File: src/cpa_pkg.sv
package cpa_pkg;
  // Notes on behaviour
  // - I/O bit set, clear and skip work only on I/O addresses 0x00 to 0x1F.
  // - I/O bit set or clear writes only the addressed bit, others untouched.
  // - Port ops reach I/O 0x00-0x3F; data space sees them at plus 0x20.
  // - Extended I/O 0x60-0xFF is reached only by data-space load and store.
  // - Register add, with or without carry, writes sum, sets Z C N V H, one cycle.
  // - Word add immediate adds constant to pair, sets Z C N V S, two cycles.
  // - Word subtract immediate subtracts from pair, sets Z C N V S, two cycles.
  // - Register subtract, with or without borrow, sets Z C N V H, one cycle.
  // - Immediate subtract, with or without borrow, sets Z C N V H, one cycle.
  // - AND, OR, XOR on registers or constant set only Z N V S, one cycle.
  // - Set bits ORs mask in; clear bits ANDs with 0xFF minus mask; Z N V.
  // - Increment, decrement, test and clear take one cycle, set only Z N V S.
  // - Indirect jump loads PC from Z pair, keeps flags, takes two cycles.

  // ==========================================================
  // Status flag positions
  localparam int FLAG_C = 0;
  localparam int FLAG_Z = 1;
  localparam int FLAG_N = 2;
  localparam int FLAG_V = 3;
  localparam int FLAG_S = 4;
  localparam int FLAG_H = 5;

  // ==========================================================
  // I/O address map
  localparam logic [7:0] BIT_IO_MAX = 8'h1f;
  localparam logic [7:0] PORT_IO_MAX = 8'h3f;
  localparam logic [7:0] IO_DATA_OFFSET = 8'h20;
  localparam logic [7:0] EXT_IO_FIRST = 8'h60;
  localparam logic [7:0] FULL_MASK = 8'hff;

  // ==========================================================
  // Software registers and error bits
  localparam logic [3:0] REG_FLAGS = 4'h0;
  localparam logic [3:0] REG_RESULT = 4'h1;
  localparam logic [3:0] REG_PC_LO = 4'h2;
  localparam logic [3:0] REG_PC_HI = 4'h3;
  localparam logic [3:0] REG_ERROR = 4'h4;
  localparam int ERR_BIT = 0;
  localparam int ERR_PORT = 1;
  localparam int ERR_MEM = 2;

  // ==========================================================
  // Operations and state
  typedef enum logic [4:0] {
    CPA_NOP, CPA_ADD, CPA_ADD_CARRY, CPA_SUB,
    CPA_SUBTRACT_REGISTERS_WITH_BORROW, CPA_SUBTRACT_IMMEDIATE,
    CPA_SUBTRACT_IMMEDIATE_WITH_BORROW, CPA_AND, CPA_BITWISE_AND_IMMEDIATE,
    CPA_OR, CPA_BITWISE_OR_IMMEDIATE, CPA_BITWISE_XOR_REGISTERS,
    CPA_SET_BITS_IN_REGISTER, CPA_CLEAR_BITS_IN_REGISTER, CPA_INCREMENT,
    CPA_DECREMENT_REGISTER, CPA_TEST_ZERO_OR_MINUS, CPA_CLEAR_REGISTER_OP,
    CPA_WORD_ADD_IMMEDIATE, CPA_WORD_SUBTRACT_IMMEDIATE, CPA_INDIRECT_JUMP,
    CPA_PORT_READ, CPA_PORT_WRITE, CPA_DATA_SPACE_LOAD, CPA_DATA_SPACE_STORE,
    CPA_IO_BIT_SET, CPA_IO_BIT_CLEAR, CPA_IO_BIT_SKIP_IF_ONE,
    CPA_IO_BIT_SKIP_IF_ZERO
  } cpa_op_e;

  typedef enum logic [2:0] {
    CPA_IDLE, CPA_WORD, CPA_JUMP, CPA_IORD, CPA_BIT
  } cpa_fsm_e;

  typedef struct packed {
    cpa_fsm_e fsm;
    logic [7:0] result;
    logic rd_we;
    logic [15:0] word;
    logic word_we;
    logic [15:0] pc;
    logic pc_load;
    logic skip;
    logic [7:0] flags;
    logic [7:0] io_addr;
    logic [7:0] io_wdata;
    logic [7:0] io_mask;
    logic io_we;
    logic io_re;
    logic rd_load;
    logic skip_val;
    logic [2:0] bit_sel;
    logic [2:0] err;
    logic [7:0] rdata;
  } cpa_state_s;

  localparam cpa_state_s STATE_RESET = '0;
endpackage : cpa_pkg

File: src/cpa_addsub.sv
`timescale 1ns/100ps
module cpa_addsub
  import cpa_pkg::*;
#(
  parameter int W = 8
) (
  // Operands
  input wire logic [W-1:0] a_i,
  input wire logic [W-1:0] b_i,
  input wire logic cin_i,
  input wire logic sub_i,
  // Result and raw flags
  output logic [W-1:0] sum_o,
  output logic carry_o,
  output logic half_o,
  output logic ovf_o
);
  logic [W:0] full;
  logic [4:0] low;

  assign full = sub_i ?
    {1'b0, a_i} - {1'b0, b_i} - {{W{1'b0}}, cin_i} :
    {1'b0, a_i} + {1'b0, b_i} + {{W{1'b0}}, cin_i};
  assign low = sub_i ?
    {1'b0, a_i[3:0]} - {1'b0, b_i[3:0]} - {4'h0, cin_i} :
    {1'b0, a_i[3:0]} + {1'b0, b_i[3:0]} + {4'h0, cin_i};
  assign sum_o = full[W-1:0];
  assign carry_o = full[W];
  assign half_o = low[4];
  // Signed overflow: operand signs agree (add) or differ (sub), result flips
  assign ovf_o = (sub_i ? (a_i[W-1] != b_i[W-1]) : (a_i[W-1] == b_i[W-1]))
    && (sum_o[W-1] != a_i[W-1]);
endmodule : cpa_addsub

File: src/cpa_io_map.sv
`timescale 1ns/100ps
module cpa_io_map
  import cpa_pkg::*;
(
  // Access kind and address
  input wire logic [7:0] addr_i,
  input wire logic is_bit_i,
  input wire logic is_port_i,
  input wire logic is_mem_i,
  // Decode
  output logic legal_o,
  output logic [7:0] daddr_o
);
  always_comb begin
    legal_o = 1'b0;
    daddr_o = addr_i;
    if (is_bit_i) begin
      legal_o = addr_i <= BIT_IO_MAX;
      daddr_o = addr_i + IO_DATA_OFFSET;
    end else if (is_port_i) begin
      // Extended area lies beyond the port range, so it is refused here
      legal_o = addr_i <= PORT_IO_MAX;
      daddr_o = addr_i + IO_DATA_OFFSET;
    end else if (is_mem_i) begin
      // Below the I/O window lie the working registers
      legal_o = addr_i >= IO_DATA_OFFSET;
    end
  end
endmodule : cpa_io_map

File: src/cpa_alu.sv
`timescale 1ns/100ps
module cpa_alu
  import cpa_pkg::*;
(
  // Clock and reset
  input wire logic clk_i,
  input wire logic reset_i,
  // Decoder request
  input wire logic op_valid_i,
  input wire cpa_op_e op_i,
  input wire logic [7:0] rd_data_i,
  input wire logic [7:0] rr_data_i,
  input wire logic [7:0] imm_i,
  input wire logic [15:0] pair_i,
  input wire logic [15:0] z_ptr_i,
  input wire logic [7:0] io_addr_i,
  input wire logic [2:0] bit_i,
  output logic ready_o,
  // Register file write-back
  output logic [7:0] result_o,
  output logic rd_we_o,
  output logic [15:0] word_o,
  output logic word_we_o,
  // Program flow and status
  output logic [15:0] pc_o,
  output logic pc_load_o,
  output logic skip_o,
  output logic [7:0] flags_o,
  // I/O and data space
  output logic [7:0] io_addr_o,
  output logic [7:0] io_wdata_o,
  output logic [7:0] io_mask_o,
  output logic io_we_o,
  output logic io_re_o,
  input wire logic [7:0] io_rdata_i,
  // Software register port
  input wire logic [3:0] bus_addr_i,
  input wire logic [7:0] bus_wdata_i,
  input wire logic bus_we_i,
  input wire logic bus_re_i,
  output logic [7:0] bus_rdata_o
);
  // ==========================================================
  // State and operand paths
  cpa_state_s cur;
  cpa_state_s nx;
  logic take;
  logic sub8;
  logic cin8;
  logic [7:0] b8;
  logic [7:0] s8;
  logic c8;
  logic h8;
  logic v8;
  logic [15:0] s16;
  logic c16;
  logic v16;
  logic is_bit;
  logic is_port;
  logic is_mem;
  logic map_ok;
  logic [7:0] map_addr;

  assign ready_o = cur.fsm == CPA_IDLE;
  assign take = op_valid_i && ready_o;

  assign sub8 = op_i inside {CPA_SUB, CPA_SUBTRACT_REGISTERS_WITH_BORROW,
    CPA_SUBTRACT_IMMEDIATE, CPA_SUBTRACT_IMMEDIATE_WITH_BORROW,
    CPA_DECREMENT_REGISTER};
  assign cin8 = (op_i inside {CPA_ADD_CARRY,
    CPA_SUBTRACT_REGISTERS_WITH_BORROW,
    CPA_SUBTRACT_IMMEDIATE_WITH_BORROW}) && cur.flags[FLAG_C];
  assign b8 = (op_i inside {CPA_SUBTRACT_IMMEDIATE,
    CPA_SUBTRACT_IMMEDIATE_WITH_BORROW}) ? imm_i :
    (op_i inside {CPA_INCREMENT, CPA_DECREMENT_REGISTER}) ? 8'h01 :
    rr_data_i;

  assign is_bit = op_i inside {CPA_IO_BIT_SET, CPA_IO_BIT_CLEAR,
    CPA_IO_BIT_SKIP_IF_ONE, CPA_IO_BIT_SKIP_IF_ZERO};
  assign is_port = op_i inside {CPA_PORT_READ, CPA_PORT_WRITE};
  assign is_mem = op_i inside {CPA_DATA_SPACE_LOAD, CPA_DATA_SPACE_STORE};

  cpa_addsub #(.W(8)) u_add8 (
    .a_i(rd_data_i),
    .b_i(b8),
    .cin_i(cin8),
    .sub_i(sub8),
    .sum_o(s8),
    .carry_o(c8),
    .half_o(h8),
    .ovf_o(v8)
  );

  cpa_addsub #(.W(16)) u_add16 (
    .a_i(pair_i),
    .b_i({8'h00, imm_i}),
    .cin_i(1'b0),
    .sub_i(op_i == CPA_WORD_SUBTRACT_IMMEDIATE),
    .sum_o(s16),
    .carry_o(c16),
    .half_o(),
    .ovf_o(v16)
  );

  cpa_io_map u_map (
    .addr_i(io_addr_i),
    .is_bit_i(is_bit),
    .is_port_i(is_port),
    .is_mem_i(is_mem),
    .legal_o(map_ok),
    .daddr_o(map_addr)
  );

  // ==========================================================
  // Logic unit and its flag update
  function automatic logic [7:0] logic_res(input cpa_op_e op,
      input logic [7:0] a, input logic [7:0] r, input logic [7:0] k);
    case (op)
      CPA_AND: logic_res = a & r;
      CPA_BITWISE_AND_IMMEDIATE: logic_res = a & k;
      CPA_OR: logic_res = a | r;
      CPA_BITWISE_OR_IMMEDIATE: logic_res = a | k;
      CPA_SET_BITS_IN_REGISTER: logic_res = a | k;
      CPA_CLEAR_BITS_IN_REGISTER: logic_res = a & (FULL_MASK - k);
      CPA_BITWISE_XOR_REGISTERS: logic_res = a ^ r;
      CPA_TEST_ZERO_OR_MINUS: logic_res = a & a;
      CPA_CLEAR_REGISTER_OP: logic_res = a ^ a;
      default: logic_res = a;
    endcase
  endfunction : logic_res

  // Z, N and S from the result, V as given; C and H kept
  function automatic logic [7:0] znv(input logic [7:0] f,
      input logic [7:0] r, input logic v);
    znv = f;
    znv[FLAG_Z] = r == 8'h00;
    znv[FLAG_N] = r[7];
    znv[FLAG_V] = v;
    znv[FLAG_S] = r[7] ^ v;
  endfunction : znv

  // ==========================================================
  // Next state
  always_comb begin
    nx = cur;
    nx.rd_we = 1'b0;
    nx.word_we = 1'b0;
    nx.pc_load = 1'b0;
    nx.skip = 1'b0;
    nx.io_we = 1'b0;
    nx.io_re = 1'b0;
    nx.rdata = 8'h00;
    if (bus_re_i) begin
      case (bus_addr_i)
        REG_FLAGS: nx.rdata = cur.flags;
        REG_RESULT: nx.rdata = cur.result;
        REG_PC_LO: nx.rdata = cur.pc[7:0];
        REG_PC_HI: nx.rdata = cur.pc[15:8];
        REG_ERROR: nx.rdata = {5'h00, cur.err};
        default: nx.rdata = 8'h00;
      endcase
    end
    // Software writes first, so a hardware update in the same cycle wins
    if (bus_we_i && bus_addr_i == REG_FLAGS) begin
      nx.flags = bus_wdata_i;
    end
    if (bus_we_i && bus_addr_i == REG_ERROR) begin
      nx.err = cur.err & ~bus_wdata_i[2:0];
    end
    case (cur.fsm)
      CPA_IDLE: begin
        if (op_valid_i) begin
          case (op_i)
            CPA_ADD, CPA_ADD_CARRY, CPA_SUB,
            CPA_SUBTRACT_REGISTERS_WITH_BORROW, CPA_SUBTRACT_IMMEDIATE,
            CPA_SUBTRACT_IMMEDIATE_WITH_BORROW: begin
              nx.result = s8;
              nx.rd_we = 1'b1;
              nx.flags = znv(cur.flags, s8, v8);
              nx.flags[FLAG_C] = c8;
              nx.flags[FLAG_H] = h8;
              // Borrow chains, and add with carry when C is set, keep Z only while every byte was zero
              if (cin8 || op_i == CPA_SUBTRACT_REGISTERS_WITH_BORROW ||
                  op_i == CPA_SUBTRACT_IMMEDIATE_WITH_BORROW) begin
                nx.flags[FLAG_Z] = (s8 == 8'h00) && cur.flags[FLAG_Z];
              end
            end
            CPA_AND, CPA_BITWISE_AND_IMMEDIATE, CPA_OR,
            CPA_BITWISE_OR_IMMEDIATE, CPA_BITWISE_XOR_REGISTERS,
            CPA_SET_BITS_IN_REGISTER, CPA_CLEAR_BITS_IN_REGISTER,
            CPA_TEST_ZERO_OR_MINUS, CPA_CLEAR_REGISTER_OP: begin
              nx.result = logic_res(op_i, rd_data_i, rr_data_i, imm_i);
              nx.rd_we = 1'b1;
              nx.flags = znv(cur.flags, nx.result, 1'b0);
            end
            CPA_INCREMENT, CPA_DECREMENT_REGISTER: begin
              nx.result = s8;
              nx.rd_we = 1'b1;
              nx.flags = znv(cur.flags, s8, v8);
            end
            CPA_WORD_ADD_IMMEDIATE, CPA_WORD_SUBTRACT_IMMEDIATE: begin
              nx.word = s16;
              nx.flags[FLAG_C] = c16;
              nx.flags[FLAG_Z] = s16 == 16'h0000;
              nx.flags[FLAG_N] = s16[15];
              nx.flags[FLAG_V] = v16;
              nx.flags[FLAG_S] = s16[15] ^ v16;
              nx.fsm = CPA_WORD;
            end
            CPA_INDIRECT_JUMP: begin
              nx.pc = z_ptr_i;
              nx.fsm = CPA_JUMP;
            end
            CPA_PORT_READ, CPA_DATA_SPACE_LOAD: begin
              if (map_ok) begin
                nx.io_addr = map_addr;
                nx.io_re = 1'b1;
                nx.rd_load = 1'b1;
                nx.fsm = CPA_IORD;
              end
            end
            CPA_PORT_WRITE, CPA_DATA_SPACE_STORE: begin
              if (map_ok) begin
                nx.io_addr = map_addr;
                nx.io_wdata = rd_data_i;
                nx.io_mask = FULL_MASK;
                nx.io_we = 1'b1;
              end
            end
            CPA_IO_BIT_SET, CPA_IO_BIT_CLEAR: begin
              if (map_ok) begin
                nx.io_addr = map_addr;
                nx.io_mask = 8'h01 << bit_i;
                nx.io_wdata = op_i == CPA_IO_BIT_SET ? FULL_MASK : 8'h00;
                nx.io_we = 1'b1;
                nx.fsm = CPA_BIT;
              end
            end
            CPA_IO_BIT_SKIP_IF_ONE, CPA_IO_BIT_SKIP_IF_ZERO: begin
              if (map_ok) begin
                nx.io_addr = map_addr;
                nx.io_re = 1'b1;
                nx.rd_load = 1'b0;
                nx.bit_sel = bit_i;
                nx.skip_val = op_i == CPA_IO_BIT_SKIP_IF_ONE;
                nx.fsm = CPA_IORD;
              end
            end
            default: begin
            end
          endcase
          // Refused accesses are recorded; the set wins over a clear
          if (!map_ok && is_bit) nx.err[ERR_BIT] = 1'b1;
          if (!map_ok && is_port) nx.err[ERR_PORT] = 1'b1;
          if (!map_ok && is_mem) nx.err[ERR_MEM] = 1'b1;
        end
      end
      CPA_WORD: begin
        nx.word_we = 1'b1;
        nx.fsm = CPA_IDLE;
      end
      CPA_JUMP: begin
        nx.pc_load = 1'b1;
        nx.fsm = CPA_IDLE;
      end
      CPA_IORD: begin
        if (cur.rd_load) begin
          nx.result = io_rdata_i;
          nx.rd_we = 1'b1;
        end else begin
          nx.skip = io_rdata_i[cur.bit_sel] == cur.skip_val;
        end
        nx.fsm = CPA_IDLE;
      end
      CPA_BIT: nx.fsm = CPA_IDLE;
      default: nx.fsm = CPA_IDLE;
    endcase
  end

  always_ff @(posedge clk_i) begin
    if (reset_i) begin
      cur <= STATE_RESET;
    end else begin
      cur <= nx;
    end
  end

  assign result_o = cur.result;
  assign rd_we_o = cur.rd_we;
  assign word_o = cur.word;
  assign word_we_o = cur.word_we;
  assign pc_o = cur.pc;
  assign pc_load_o = cur.pc_load;
  assign skip_o = cur.skip;
  assign flags_o = cur.flags;
  assign io_addr_o = cur.io_addr;
  assign io_wdata_o = cur.io_wdata;
  assign io_mask_o = cur.io_mask;
  assign io_we_o = cur.io_we;
  assign io_re_o = cur.io_re;
  assign bus_rdata_o = cur.rdata;
endmodule : cpa_alu

File: config.mk
export PLATFORM = sky130hd
export DESIGN_NAME = cpa_alu
export DESIGN_NICKNAME = d
export VERILOG_FILES = /design/src/cpa_pkg.sv /design/src/cpa_addsub.sv /design/src/cpa_io_map.sv /design/src/cpa_alu.sv
export SDC_FILE = /design/constraint.sdc
export NUM_CORES = 1
export LEC_CHECK = 0
export ABC_CLOCK_PERIOD_IN_PS = 7650
export BUFFER_PORTS_ARGS = -buffer_cell sky130_fd_sc_hd__buf_2
export CORE_ASPECT_RATIO = 0.5
export CORE_MARGIN = 10
export CORE_UTILIZATION = 57
export DETAILED_ROUTE_END_ITERATION = 7
export PLACE_DENSITY = 0.82
export SLEW_MARGIN = 40
export SYNTH_ARGS = -nofsm -noshare
export SYNTH_HDL_FRONTEND = slang
export SYNTH_HIERARCHICAL = 1
export SYNTH_SLANG_ARGS = --single-unit
File: constraint.sdc
create_clock -name clk_i -period 7.65 [get_ports clk_i]
set_clock_uncertainty 0.15 [all_clocks]
set_input_delay 1.9125 -clock clk_i [delete_from_list [all_inputs] [get_ports clk_i]]
set_output_delay 1.9125 -clock clk_i [all_outputs]
set_load 0.05 [all_outputs]
==> out/results.tsv, run 1 <==
stage	metric	value	unit
worst_setup_path	critical-path-top-delay-family	simple AND/OR/NAND/NOR gates	
global_route	grt_pass1_wl	43000	um
clocking	cts_tree	built	
logic_synthesis	postSynthCellCount	1203	
sta	fin_ws	1.47	ns
logic_synthesis	yosysWarningCount	6	
clocking	hold_buffers	0	
final_layout	layout-drive-gt1-share	0.193	
global_route	antenna_found_initial	0	
global_route	grt_pass1_vias	8382	
sta	setup_viol	0	
sta	drv_slew	0	
final_layout	syn_to_final_growth	8.21	%
clocking	clkTransAtPathRegs	0.08	ns
logic_synthesis	synth_area	0.00913	mm2
place	gp_congestion	0.971	
floorplanning	ioPinCount	184	
worst_setup_path	crit_fanout	41	
place	port_buffers	183	
drt	dr_total_vias	8888	
sta	max_freq	162	MHz
worst_setup_path	path_buf_inv	2	
pwr	leakage	0.00441	uW
drt	wl_per_cell	18.6	um
sta	fin_crit	6.18	ns
clocking	h-tree-depth	3	
floorplanning	initial_core_util	0.588	
global_route	grt_use_total	0.243	
pwr	ir_worst_vdd	0.124	mV
job	maxCapViolCount	0	
drt	postRouteAntennaNets	0	
clocking	tritoncts.num_buffers	9	
worst_setup_path	rr_worst_depth	15	
final_layout	antenna-diode-count	0	
sta	timing.final.crit_share	0.808	
sta	finalHoldViolations	0	
sta	relSlewSlack	0.485	
sta	tns	0	ns
clocking	cts_root_buffer	clkbuf_16	
drt	first_pass_iters	6	
clocking	cts_buffer_depth	2	
clocking	clkSinkCount	97	
floorplanning	die_x	199	um
worst_setup_path	critical_path_required	7.74	ns
worst_setup_path	cp-end-kind	register	
logic_synthesis	synth.avg_cell_area	7.59	um2
floorplanning	rows	32	
floorplanning	die_height	110	um
clocking	cts_resized	0	
clocking	clk_latency	0.35	ns
final_layout	fillers	1398	
worst_setup_path	crit_top_cell	ha_1	
worst_setup_path	crit_cells	17	
global_route	grt_max_degree	81	
worst_setup_path	cp_cell_sequence	buf_2 > nand2b_1 > xnor2_1 > nand3_1 > a22o_1 > ha_1 > inv_1 > ha_1 > a21o_4 > or4_4 > and3_1 > mux4_2 > xor2_1 > a22oi_1 > nand2_1 > nor2_1 > a211oi_1	
floorplanning	die_area	0.0218	mm2
drt	via_per_inst	5.97	
floorplanning	core	0.0155	mm2
pwr	powerDensity	158	mW/mm2
run_status	status	completed	
drt	totalWireLength	27800	um
min_path	worstHoldPathCells	1	
worst_setup_path	criticalPathCategory	input port to register	
final_layout	fin_nets	1453	
drt	route.detailed.drc	0	
worst_setup_path	crit_path_start_kind	input port	
clocking	postCtsSetupRepairBufs	0	
sta	rsz0062_at_grt	false	
place	dp_slack	1.12	ns
min_path	hold_class	register to register	
worst_setup_path	crit_slowest_cell	buf_2	
worst_setup_path	max_stage_delay	0.55	ns
global_route	overflow	0	
drt	drt-initial-drc-count	807	
worst_setup_path	worstPathArrival	6.28	ns
sta	tightest_slew	0.771	ns
place	hpwl	22000	um
sequential cells by signal (all words and copies together), names as in the netlist, 8 cells and up:
signal / count
io_addr_o: 8
word_o: 16
pc_o: 16
io_mask_o: 8
result_o: 8
bus_rdata_o: 8
cur: 11
flags_o: 8
io_wdata_o: 8
cells in the final DEF (no fill, tap or decap), types with 8 or more instances in the layout:
master,n
nand3_1,11
mux2i_1,25
ha_1,67
nor3_1,15
nand2_1,147
clkbuf_16,9
fa_1,8
conb_1,18
nor3b_1,11
a211oi_1,30
buf_4,8
xor2_1,14
buf_2,183
a21o_1,16
a21oi_1,111
nor2b_1,18
nand2b_1,13
nor2_1,95
mux4_2,8
nor4_1,16
dfxtp_1,97
nand4_1,12
o21ai_0,58
inv_1,85
xnor2_1,40
per-stage QoR:
| stage | area [um2] | hold slack (ns) | instances | power (uW) | util |
|---|---|---|---|---|---|
| CTS | 9860 | 0.292 | 1489 | 1550 | 0.634 |
| detailed placement | 9550 | 0.283 | 1473 | 1080 | 0.615 |
| floorplan | 9200 | 0.263 | 1220 | 948 | - |
| finish | 9880 | 0.298 | 1490 | 1560 | 0.636 |
| global placement | 9540 | 0.281 | 1473 | 1070 | 0.614 |
| global route | 9880 | 0.319 | 1490 | 1630 | 0.636 |
report_power, final:
part / total, uW / switching (uW) / internal, uW
clock: 472 / 237 / 235
combinational: 564 / 349 / 215
sequential: 521 / 7.48 / 513
layout make-up:
| class | count | area (um2) | area share |
|---|---|---|---|
| clock buffer | 9 | 225 | 0.0228 |
| clock inverter | 7 | 81.3 | 0.00823 |
| multi-input combinational | 895 | 6060 | 0.613 |
| sequential | 97 | 1940 | 0.197 |
| inverter | 86 | 323 | 0.0327 |
| tap | 204 | 255 | 0.0258 |
| timing repair buffer | 192 | 996 | 0.101 |
final timing paths:
check / from / to / slack, ns
worst max register to register: flags_o[0]$_SDFFE_PP0P_ / flags_o[4]$_SDFF_PP0_ / 3.57
worst max-delay path: op_i[0] / flags_o[4]$_SDFF_PP0_ / 1.47
worst min register to register: cur[94]$_SDFFE_PP0P_ / pc_load_o$_SDFF_PP0_ / 0.30
worst min-delay path: cur[94]$_SDFFE_PP0P_ / pc_load_o$_SDFF_PP0_ / 0.30
layer usage:
metal / share of wire / up-vias / track usage
li1: - / 4291 / -
met2: 0.46 / 385 / 0.421
met5: 0 / - / 0
met1: 0.43 / 4160 / 0.304
met3: 0.085 / 52 / 0.0476
met4: 0.019 / 0 / 0.0654
Note: power is estimated with default switching activity, not from simulation.
==> inputs of run 2 (changes only) <==
--- a/config.mk
+++ b/config.mk
@@ -5,13 +5,13 @@
 export SDC_FILE = /design/constraint.sdc
 export NUM_CORES = 1
 export LEC_CHECK = 0
-export ABC_CLOCK_PERIOD_IN_PS = 7650
+export ABC_CLOCK_PERIOD_IN_PS = 5250
 export BUFFER_PORTS_ARGS = -buffer_cell sky130_fd_sc_hd__buf_2
 export CORE_ASPECT_RATIO = 0.5
 export CORE_MARGIN = 10
-export CORE_UTILIZATION = 57
+export CORE_UTILIZATION = 52
 export DETAILED_ROUTE_END_ITERATION = 7
-export PLACE_DENSITY = 0.82
+export PLACE_DENSITY = 0.79
 export SLEW_MARGIN = 40
 export SYNTH_ARGS = -nofsm -noshare
 export SYNTH_HDL_FRONTEND = slang
==> constraint.sdc (replaced) <==
create_clock -name clk_i -period 5.25 [get_ports clk_i]
set_clock_uncertainty 0.15 [all_clocks]
set_input_delay 1.3125 -clock clk_i [delete_from_list [all_inputs] [get_ports clk_i]]
set_output_delay 1.3125 -clock clk_i [all_outputs]
set_load 0.05 [all_outputs]
==> out/results.tsv, run 2 (synthesis gave the netlist of run 1 again) <==
stage	metric	value	unit
floorplanning	die_height	114	um
min_path	hold_class	register to register	
sta	finalHoldViolations	0	
global_route	use_met2	0.396	
place	port_buffers	183	
drt	postRouteAntennaNets	0	
pwr	powerDensity	229	mW/mm2
global_route	grt_use_met3	0.0382	
clocking	clkTransAtPathRegs	0.08	ns
floorplanning	ioPinCount	184	
final_layout	mostFrequentLayoutCells	183 x buf_2, 147 x nand2_1, 112 x a21oi_1	
worst_setup_path	critical_path_required	5.30	ns
drt	first_pass_iters	6	
job	maxCapViolCount	0	
floorplanning	initial_core_util	0.527	
global_route	grt_use_total	0.238	
clocking	hold_buffers	0	
place	dp_cells	1530	
sta	holdWs	0.291	ns
sta	setup_viol	0	
worst_setup_path	crit_fanout	8	
run_status	status	completed	
global_route	top_usage_layer	met2	
sta	timing.final.crit_share	0.943	
pwr	total_power	2330	uW
final_layout	design_area	0.0102	mm2
global_route	antenna_found_initial	0	
drt	drt-initial-drc-count	926	
drt	via_per_inst	5.79	
sta	rsz0062_at_grt	false	
floorplanning	rows	34	
worst_setup_path	cp-end-kind	register	
clocking	tritoncts.num_buffers	9	
final_layout	final_common_cell	buf_2	
global_route	grt_pass1_wl	46500	um
drt	dr_total_vias	8949	
final_layout	final_cells	1546	
sta	max_freq	202	MHz
sta	tightest_slew	0.792	ns
global_route	grt_max_degree	47	
pwr	leakage	0.00455	uW
worst_setup_path	criticalPathCategory	input port to register	
drt	wl_per_cell	18.9	um
worst_setup_path	crit_path_start_kind	input port	
clocking	h-tree-depth	3	
clocking	cts_root_buffer	clkbuf_16	
clocking	clkSinkCount	97	
final_layout	syn_to_final_growth	11.3	%
drt	totalWireLength	29300	um
floorplanning	core	0.0173	mm2
final_layout	fin_nets	1479	
global_route	grt_pass1_vias	8628	
final_layout	layout-drive-gt1-share	0.213	
floorplanning	die_area	0.0236	mm2
sta	relSlewSlack	0.471	
clocking	cts_tree	built	
clocking	postCtsSetupRepairBufs	0	
drt	route.detailed.drc	0	
sta	drv_slew	0	
clocking	clk_latency	0.34	ns
clocking	cts_resized	0	
floorplanning	die_x	207	um
clocking	cts_buffer_depth	2	
place	hpwl	23700	um
sta	tns	0	ns
place	dpl-instance-area	0.00984	mm2
final_layout	antenna-diode-count	0	
global_route	overflow	0	
sta	fin_crit	4.95	ns
worst_setup_path	worstPathArrival	5.00	ns
global_route	gr-usage-met1	0.314	
place	gp_congestion	0.964	
pwr	ir_worst_vdd	0.141	mV
-- run 2: cell type report --
cell class / instances / area [um2]
clock buffers: 9 / 225
clock inverters: 7 / 95.1
fillers: 1625 / 7150
inverters: 86 / 323
multi-input cells: 895 / 6110
flip-flops and latches: 97 / 1940
well taps: 234 / 293
repair buffers: 218 / 1180
-- run 2: stage by stage --
step	setup slack [ns]	util
2_1_floorplan	0.0109	-
4_1_cts	0.314	0.587
5_1_grt	0.0286	0.587
3_3_place_gp	0.0500	0.568
3_5_place_dp	-0.0437	0.568
6_report	0.298	0.587
-- run 2: worst paths after layout --
check | from | end | slack, ns | cells after the start
worst max-delay path | op_i[0] | flags_o[4]$_SDFF_PP0_ | 0.30 | 17
worst min-delay path | cur[15]$_SDFFE_PP0P_ | skip_o$_SDFF_PP0_ | 0.29 | 1
worst max register to register | flags_o[0]$_SDFFE_PP0P_ | flags_o[4]$_SDFF_PP0_ | 1.18 | 16
worst min register to register | cur[15]$_SDFFE_PP0P_ | skip_o$_SDFF_PP0_ | 0.29 | 1
-- run 2: routing by layer --
| layer | share of wire | routed length [um] | vias up |
|---|---|---|---|
| met5 | 0 | 0 | - |
| met4 | 0.019 | 549 | 0 |
| met3 | 0.066 | 1940 | 37 |
| met2 | 0.46 | 13400 | 374 |
| met1 | 0.46 | 13400 | 4202 |
| li1 | - | - | 4336 |
-- run 2: critical path: stages --
cell	delay [ns]
buf_2	0.15
xor2_1	0.20
and3_1	0.39
a22oi_1	0.20
fa_1	0.46
inv_1	0.08
ha_1	0.23
nand2_1	0.11
a211oi_2	0.10
or4_4	0.50
and3_1	0.19
mux4_2	0.48
xor2_1	0.17
a22oi_1	0.19
nand2_1	0.07
nor2_1	0.10
a211oi_1	0.06
-- run 2: report_power, final --
group,switching [uW],internal (uW),leakage (uW)
Sequential,11.5,748,0.000783
Clock,332,384,0.000150
Combinational,523,333,0.00361
Total,867,1470,0.00455
